$ cat src/shared/tdl_pkg.sv
// tdl_pkg: register map, field layout and timing for the tamper detect logic
package tdl_pkg;
	// register byte addresses
	localparam logic [7:0] ADDR_FLAGS = 8'h0f;
	localparam logic [7:0] ADDR_CFG_A = 8'h14;
	localparam logic [7:0] ADDR_CFG_B = 8'h15;
	// channel configuration register fields
	localparam int CFG_EN_BIT = 7;
	localparam int CFG_IRQ_EN_BIT = 6;
	localparam int CFG_STYLE_BIT = 5;
	localparam int CFG_POL_BIT = 4;
	localparam int CFG_SAMPLE_BIT = 3;
	// event flag register fields
	localparam int FLAG_A_BIT = 3;
	localparam int FLAG_B_BIT = 2;
	localparam logic [7:0] CFG_RESET = 8'h00;
	// sampling period for normally-closed sampled mode
	localparam int CLK_HZ = 25000000;
	localparam int SAMPLE_HZ = 1;
	localparam int SAMPLE_CYCLES = CLK_HZ / SAMPLE_HZ;

	typedef struct packed {
		logic intrusion_en;
		logic intrusion_irq_en;
		logic switch_style;
		logic trigger_polarity;
		logic sample_select;
	} tdl_cfg_s;

	typedef struct packed {
		logic [7:0] addr;
		logic wr;
		logic rd;
		logic [7:0] wdata;
	} tdl_req_s;
endpackage

$ cat src/rtl/tdl_tamper_detect.sv
// tdl_tamper_detect: two-channel tamper detection with flags and interrupt
//
// Function
// - two independent tamper channels, each with its own flag gated by its enable.
// - both flags are read back from the event flag register at 0x0f.
// - channel a and b configuration sits at 0x14 and 0x15.
// - enable bit 1 activates detection, 0 keeps the channel inactive.
// - an enabled channel sets its flag to 1 when its tamper condition occurs.
// - flags are read-only and clear only while software holds enable at 0.
// - with irq enable at 1 a tamper event pulls the active-low interrupt low.
// - on battery the interrupt is raised only when alarm-in-backup is 1.
// - switch style 1 is normally open (closing trips), 0 normally closed.
// - polarity 1 trips on the pin going high, 0 on the pin going low.
// - an enabled channel's flag sets at once, except a normally-closed one with sampling selected, which waits for the tick.
// - normally-closed channels choose 1 Hz sampling or continuous watching.
`timescale 1ns/1ps
module tdl_tamper_detect #(
	parameter int SAMPLE_CYCLES = tdl_pkg::SAMPLE_CYCLES
) (
	input wire logic clock_i,
	input wire logic rst_i,
	input wire logic [7:0] reg_addr_i,
	input wire logic reg_wr_i,
	input wire logic reg_rd_i,
	input wire logic [7:0] reg_wdata_i,
	output logic [7:0] reg_rdata_o,
	input wire logic intrusion_in_a_i,
	input wire logic intrusion_in_b_i,
	input wire logic on_battery_i,
	input wire logic alarm_in_backup_en_i,
	output logic irq_n_o
);
	tdl_pkg::tdl_req_s req;
	tdl_pkg::tdl_cfg_s cfg_r [2];
	logic [1:0] pin_meta_r;
	logic [1:0] pin_sync_r;
	logic [1:0] bat_sync_r;
	logic [1:0] flag_r;
	logic [1:0] trip;
	logic [1:0] event_now;
	logic [31:0] tick_cnt_r;
	logic tick;
	logic irq_want;

	assign req = '{addr: reg_addr_i, wr: reg_wr_i, rd: reg_rd_i,
		wdata: reg_wdata_i};

	// pack a configuration struct into its register byte
	function automatic logic [7:0] cfg_to_byte(input tdl_pkg::tdl_cfg_s c);
		logic [7:0] b;
		b = 8'h00;
		b[tdl_pkg::CFG_EN_BIT] = c.intrusion_en;
		b[tdl_pkg::CFG_IRQ_EN_BIT] = c.intrusion_irq_en;
		b[tdl_pkg::CFG_STYLE_BIT] = c.switch_style;
		b[tdl_pkg::CFG_POL_BIT] = c.trigger_polarity;
		b[tdl_pkg::CFG_SAMPLE_BIT] = c.sample_select;
		return b;
	endfunction

	// unpack a written byte; unused bits are dropped and read as zero
	function automatic tdl_pkg::tdl_cfg_s byte_to_cfg(input logic [7:0] b);
		tdl_pkg::tdl_cfg_s c;
		c.intrusion_en = b[tdl_pkg::CFG_EN_BIT];
		c.intrusion_irq_en = b[tdl_pkg::CFG_IRQ_EN_BIT];
		c.switch_style = b[tdl_pkg::CFG_STYLE_BIT];
		c.trigger_polarity = b[tdl_pkg::CFG_POL_BIT];
		c.sample_select = b[tdl_pkg::CFG_SAMPLE_BIT];
		return c;
	endfunction

	// pins and battery status come from outside the clock domain
	always_ff @(posedge clock_i)
	begin
		if (rst_i)
		begin
			pin_meta_r <= 2'h0;
			pin_sync_r <= 2'h0;
			bat_sync_r <= 2'h0;
		end
		else
		begin
			pin_meta_r <= {intrusion_in_b_i, intrusion_in_a_i};
			pin_sync_r <= pin_meta_r;
			bat_sync_r <= {bat_sync_r[0], on_battery_i};
		end
	end

	// free-running 1 Hz sample tick shared by both channels
	always_ff @(posedge clock_i)
	begin
		if (rst_i)
			tick_cnt_r <= 32'h0;
		else if (tick)
			tick_cnt_r <= 32'h0;
		else
			tick_cnt_r <= tick_cnt_r + 32'h1;
	end
	assign tick = (tick_cnt_r == 32'(SAMPLE_CYCLES - 1));

	// configuration writes land at the per-channel addresses
	always_ff @(posedge clock_i)
	begin
		if (rst_i)
		begin
			cfg_r[0] <= byte_to_cfg(tdl_pkg::CFG_RESET);
			cfg_r[1] <= byte_to_cfg(tdl_pkg::CFG_RESET);
		end
		else if (req.wr && req.addr == tdl_pkg::ADDR_CFG_A)
			cfg_r[0] <= byte_to_cfg(req.wdata);
		else if (req.wr && req.addr == tdl_pkg::ADDR_CFG_B)
			cfg_r[1] <= byte_to_cfg(req.wdata);
	end

	// per-channel trip condition and sticky flag
	genvar ch;
	generate
		for (ch = 0; ch < 2; ch++)
		begin : g_chan
			// the pin is at the tripped level when it equals the polarity;
			// both switch styles trip to that level, style only picks sampling
			assign trip[ch] = (pin_sync_r[ch] ==
				cfg_r[ch].trigger_polarity);
			// normally-open is always watched; normally-closed may be sampled
			assign event_now[ch] = cfg_r[ch].intrusion_en && trip[ch] &&
				(cfg_r[ch].switch_style || !cfg_r[ch].sample_select ||
				tick);

			// set wins over the enable-low clear; no write to the flag register clears it
			always_ff @(posedge clock_i)
			begin
				if (rst_i)
					flag_r[ch] <= 1'b0;
				else if (event_now[ch])
					flag_r[ch] <= 1'b1;
				else if (!cfg_r[ch].intrusion_en)
					flag_r[ch] <= 1'b0;
			end

		end
	endgenerate

	// interrupt from any flagged channel with its interrupt enabled;
	// on battery it also needs alarm-in-backup
	assign irq_want = ((flag_r[0] && cfg_r[0].intrusion_irq_en) ||
		(flag_r[1] && cfg_r[1].intrusion_irq_en)) &&
		(!bat_sync_r[1] || alarm_in_backup_en_i);

	always_ff @(posedge clock_i)
	begin
		if (rst_i)
			irq_n_o <= 1'b1;
		else
			irq_n_o <= !irq_want;
	end

	// register read data, captured on the read strobe
	always_ff @(posedge clock_i)
	begin
		if (rst_i)
			reg_rdata_o <= 8'h00;
		else if (req.rd)
		begin
			case (req.addr)
				tdl_pkg::ADDR_FLAGS:
				begin
					reg_rdata_o <= 8'h00;
					reg_rdata_o[tdl_pkg::FLAG_A_BIT] <= flag_r[0];
					reg_rdata_o[tdl_pkg::FLAG_B_BIT] <= flag_r[1];
				end
				tdl_pkg::ADDR_CFG_A: reg_rdata_o <= cfg_to_byte(cfg_r[0]);
				tdl_pkg::ADDR_CFG_B: reg_rdata_o <= cfg_to_byte(cfg_r[1]);
				default: reg_rdata_o <= 8'h00;
			endcase
		end
	end
endmodule

$ cat config.mk
export PLATFORM = sky130hd
export DESIGN_NAME = tdl_tamper_detect
export DESIGN_NICKNAME = d
export VERILOG_FILES = /design/src/shared/tdl_pkg.sv /design/src/rtl/tdl_tamper_detect.sv
export SDC_FILE = /design/constraint.sdc
export NUM_CORES = 1
export LEC_CHECK = 0
export ABC_CLOCK_PERIOD_IN_PS = 3130
export BUFFER_PORTS_ARGS = -buffer_cell sky130_fd_sc_hd__buf_2
export CAP_MARGIN = 20
export CORE_MARGIN = 4
export CORE_UTILIZATION = 30
export CTS_CLUSTER_DIAMETER = 30
export CTS_CLUSTER_SIZE = 14
export DETAILED_ROUTE_END_ITERATION = 8
export PLACE_DENSITY = 0.54
export SLEW_MARGIN = 20
export SYNTH_ARGS = -nofsm -noshare
export SYNTH_HDL_FRONTEND = slang
export SYNTH_SLANG_ARGS = --single-unit
$ cat constraint.sdc
create_clock -name clock_i -period 3.13 [get_ports clock_i]
set_clock_uncertainty 0.05 [all_clocks]
set_input_delay 0.1565 -clock clock_i [delete_from_list [all_inputs] [get_ports clock_i]]
set_output_delay 0.1565 -clock clock_i [all_outputs]
set_load 0.05 [all_outputs]
# [After elaboration in Yosys (flattened, before gate mapping)]
# Memories as Yosys holds them, arrays and structs flattened.
# Cells that the tools add are included.
[word_totals] ff_bits=49 latch_bits=0 mem_bits_rw=10 romBits=0 inputBits=24 out_inout_bits=9 word_cells=56 mem_count=1
[op_classes] add_sub_neg=1 n_mul=0 n_div=0 magnitude_cmp=0 eq_ne=8 shifts=0 muxes=16 bitwise_logic=2 reduce_logical=20
[memory_table] memory="cfg_r" words=2 word_bits=5 read_ports=2 rd_ports_with_merged_regs=0 wr=2 line_no="tdl_tamper_detect.sv:34" source="tdl_pkg::tdl_cfg_s cfg_r [2];"
[op_table] operator="32-bit by 1-bit adder with 32-bit output (second input constant)" n=1
[op_table] operator="32-bit by 25-bit equality test with 1-bit output (second input constant)" n=1
[op_table] operator="8-bit case mux with 3 select lines" n=1
[op_table] operator="8-bit by 5-bit equality test with 1-bit output (second input constant)" n=2
[op_table] operator="1-bit two-way mux" n=13
[op_table] operator="5-bit two-way mux" n=2
[op_table] operator="1-bit logical AND" n=9
[op_table] operator="8-bit by 4-bit equality test with 1-bit output (second input constant)" n=1
[op_table] operator="1-bit logical OR" n=6
[op_table] operator="1-bit zero test" n=4
[op_table] operator="2-bit inequality test (second input constant)" n=2
[op_table] operator="1-bit equality test" n=2
[op_table] operator="1-bit bitwise OR" n=2
[op_table] operator="2-bit OR reduction" n=1

# [Depth between registers and ports, before layout]
[depth] ltp_word=7 ltp_mapped=7 depth_no_buf=6

# [Least setup slack after synthesis]
# No wires, ideal clock.
[synth_path] kind="input to register" start="input reg_addr_i[5]" end="memory cfg_r[0][0] in the netlist's numbering, enable pin" setup_ns=0.349 t_arrival_ns=1.403 required_ns=2.731 slack_ns=1.328 path_stages=4 n_path_buf=0 cell_sequence="or4b_1 > nor4b_2 > nand2_1 > o21bai_1"
[synth_lines] item="from (decl)" line_no="tdl_tamper_detect.sv:22" source="input wire logic [7:0] reg_addr_i,"
[synth_lines] item="to (decl)" line_no="tdl_tamper_detect.sv:34"

# [Worst setup path after layout]
[layout_path] start="register tick_cnt_r[26]" end="register tick_cnt_r[24]"
[layout_between] elab_chain_len=2
[layout_lines] item="from (decl)" line_no="tdl_tamper_detect.sv:41" source="logic [31:0] tick_cnt_r;"
[layout_lines] item="from (signal assigned)" line_no="tdl_tamper_detect.sv:96" source="tick_cnt_r <= tick_cnt_r + 32'h1;"
[layout_lines] item="32-bit by 25-bit equality test with 1-bit output" line_no="tdl_tamper_detect.sv:98" source="assign tick = (tick_cnt_r == 32'(SAMPLE_CYCLES - 1));"
[layout_lines] item="2-bit OR reduction (no line)"
# No other way between the ends.
# A chain may end at the register's enable or synchronous reset.

==> results.tsv <==
metric	value	unit
p_per_area	531	nW/um^2
viasPerCell	4.70	
nets	316	
cap_violations	0	
post_cts_resized	0	
status	finished clean	
die_area	9920	sq um
final_antenna_net_count	0	
grt_usage	10.9	%
rows	33	
cts_tree	built	
pre_cts_ws	840	ps
wl	4.97	mm
endpoint_kind	flop	
register_area	1240	sq um
gp_congestion	0.731	
antennaDiodeCount	0	
leakage	1.08	nW
syn_area	2520	sq um
dieHeight	99.6	um
synth_edf_count	10	
dr.first_iter.drc_count	65	
start_util	30.8	%
clkTransAtPathRegs	70	ps
synth.avg_cell_area	9.71	sq um
ys_warn_count	0	
drc	0	
cts.sinks	57	
crit_arrival	2390	ps
portBuffers	27	
rsz0062_at_grt	no	
report.final.setup_viol	0	
worstPathMaxFanout	30	
hold_path_class	input port to flop	
grt_pass1_vias	1821	
final_common_cell	nor2_1	
tightestPinTransition	835	ps
cts_root_buf	clkbuf_8	
dpl.cell_count	382	
multiInputGateArea	1190	sq um
cp.required	3270	ps
seq_area_frac_synth	49.3	%
startpoint_type	flop	
io_pins	33	
slew_headroom	43.8	%
critical_path_class	flop to flop	
area_growth	17.5	%
hold_viol_final	0	
fmax	444	MHz
grt_pass1_wl	8.48	mm
clock_path_buffers	2	
synthCells	259	
cts_buffers	9	
mostFrequentLayoutCells	48 x nor2_1, 47 x dfxtp_1, 27 x buf_2	
overflow	0	
wl_per_cell	12.4	um
async_flop_share	0	%
vias	1885	
finalPower	1.57	mW
tns	0	ps
layout_setup_ws	879	ps
die_x	99.6	um
ir_worst_vdd	178	uV
final_max_slew_viol_count	0	
period_minus_slack	2250	ps
netlist-cell-type-count	42	
layout.cells.non_filler	401	
final_layout_size_suffix_gt1_share	17.9	%
antenna_found_initial	0	
ys_seq_elements	57	
grt_max_degree	31	
hpwlAfterDp	3.52	mm
cts_htree_levels	3	
fill_cells	866	
coreArea	8180	sq um
first_pass_iters	4	
synth_top_flop_cell	dfxtp_1	
fin_crit_sh	71.9	%
clkLatencyLatePin	330	ps
-- critical path: stages, from the launching register on --
cell and delay (ps):
dfxtp_1 350, or4_1 530, nor4_1 340, nand4_1 230, nand2b_2 500, nor2_1 110
-- metrics by stage --
stage	cell area [sq um]	hold slack (ps)	utilization (%)
2_1_floorplan	2520	235	-
3_3_place_gp	2720	317	33.2
3_5_place_dp	2720	322	33.2
4_1_cts	2960	23.0	36.2
5_1_grt	2960	39.9	36.2
6_report	2960	35.9	36.2
-- area by class of cell --
cell class,count,area share (%)
tap,105,4.44
multi-input combinational,187,40.1
timing repair buffer,30,5.59
sequential,57,42.0
inverter,6,0.762
clock inverter,6,2.79
clock buffer,10,4.32
-- final timing paths --
kind	start	endpoint	slack, ps	cells past startpoint
setup / recovery	tick_cnt_r[26]$_SDFF_PP0_	tick_cnt_r[24]$_SDFF_PP0_	880	5
hold / removal	alarm_in_backup_en_i	irq_n_o$_SDFF_PP1_	40	3
setup reg to reg	tick_cnt_r[26]$_SDFF_PP0_	tick_cnt_r[24]$_SDFF_PP0_	880	5
hold reg to reg	bat_sync_r[1]$_SDFF_PP0_	irq_n_o$_SDFF_PP1_	390	1
-- power breakdown --
group,internal (mW),total (mW),switching (mW)
Sequential,0.761,0.771,0.00997
Combinational,0.0294,0.0656,0.0361
Clock,0.444,0.734,0.290
Total,1.23,1.57,0.336
-- state kept, by name (all words and copies together), names as in the netlist --
name and flops:
tick_cnt_r 32, pin_meta_r 2, reg_rdata_o 6, cfg_r 10, flag_r 2, bat_sync_r 2, irq_n_o 1, pin_sync_r 2
-- per-layer routing --
metal / vias to the layer above / global-route usage (%) / wire, um
met1: 877 / 13.8 / 2430
met3: 9 / 3.51 / 159
li1: 976 / - / -
met4: 0 / 5.99 / 117
met5: - / 0 / 0
met2: 23 / 16.3 / 2260
-- synthesized netlist by cell type, types with 3 or more instances --
library cell	n	area share (%)
dfxtp_1	47	37
and3_1	5	1.2
inv_1	6	0.90
nand3_1	15	3.0
nand2_1	14	2.1
or4_1	4	1.2
nor4_1	5	1.2
mux2_2	5	2.2
nor2b_1	6	1.5
and4_1	6	2.1
nor2_1	48	7.2
and2_1	6	1.5
clkbuf_1	3	0.45
buf_6	3	1.3
nand4_1	11	2.7
a22oi_1	5	1.5
xnor2_1	14	4.9
edfxtp_1	10	12
xor2_1	16	5.6
-- repair_timing --
item	4_1_cts	5_1_grt
hold buffers	3	0
hold endpoints to repair	3	0
buffers inserted	0	0
-- cell families after synthesis --
| family | Yosys count | synth area share, % |
|---|---|---|
| other cells | 1 | 0.149 |
| buf+inv | 16 | 3.68 |
| mux | 6 | 2.64 |
| compound gates | 13 | 3.88 |
| xor+xnor | 30 | 10.4 |
| fa+ha+maj | 1 | 0.497 |
| simple gates | 135 | 29.4 |
| flops | 57 | 49.3 |
(Power assumes the default switching activity.)
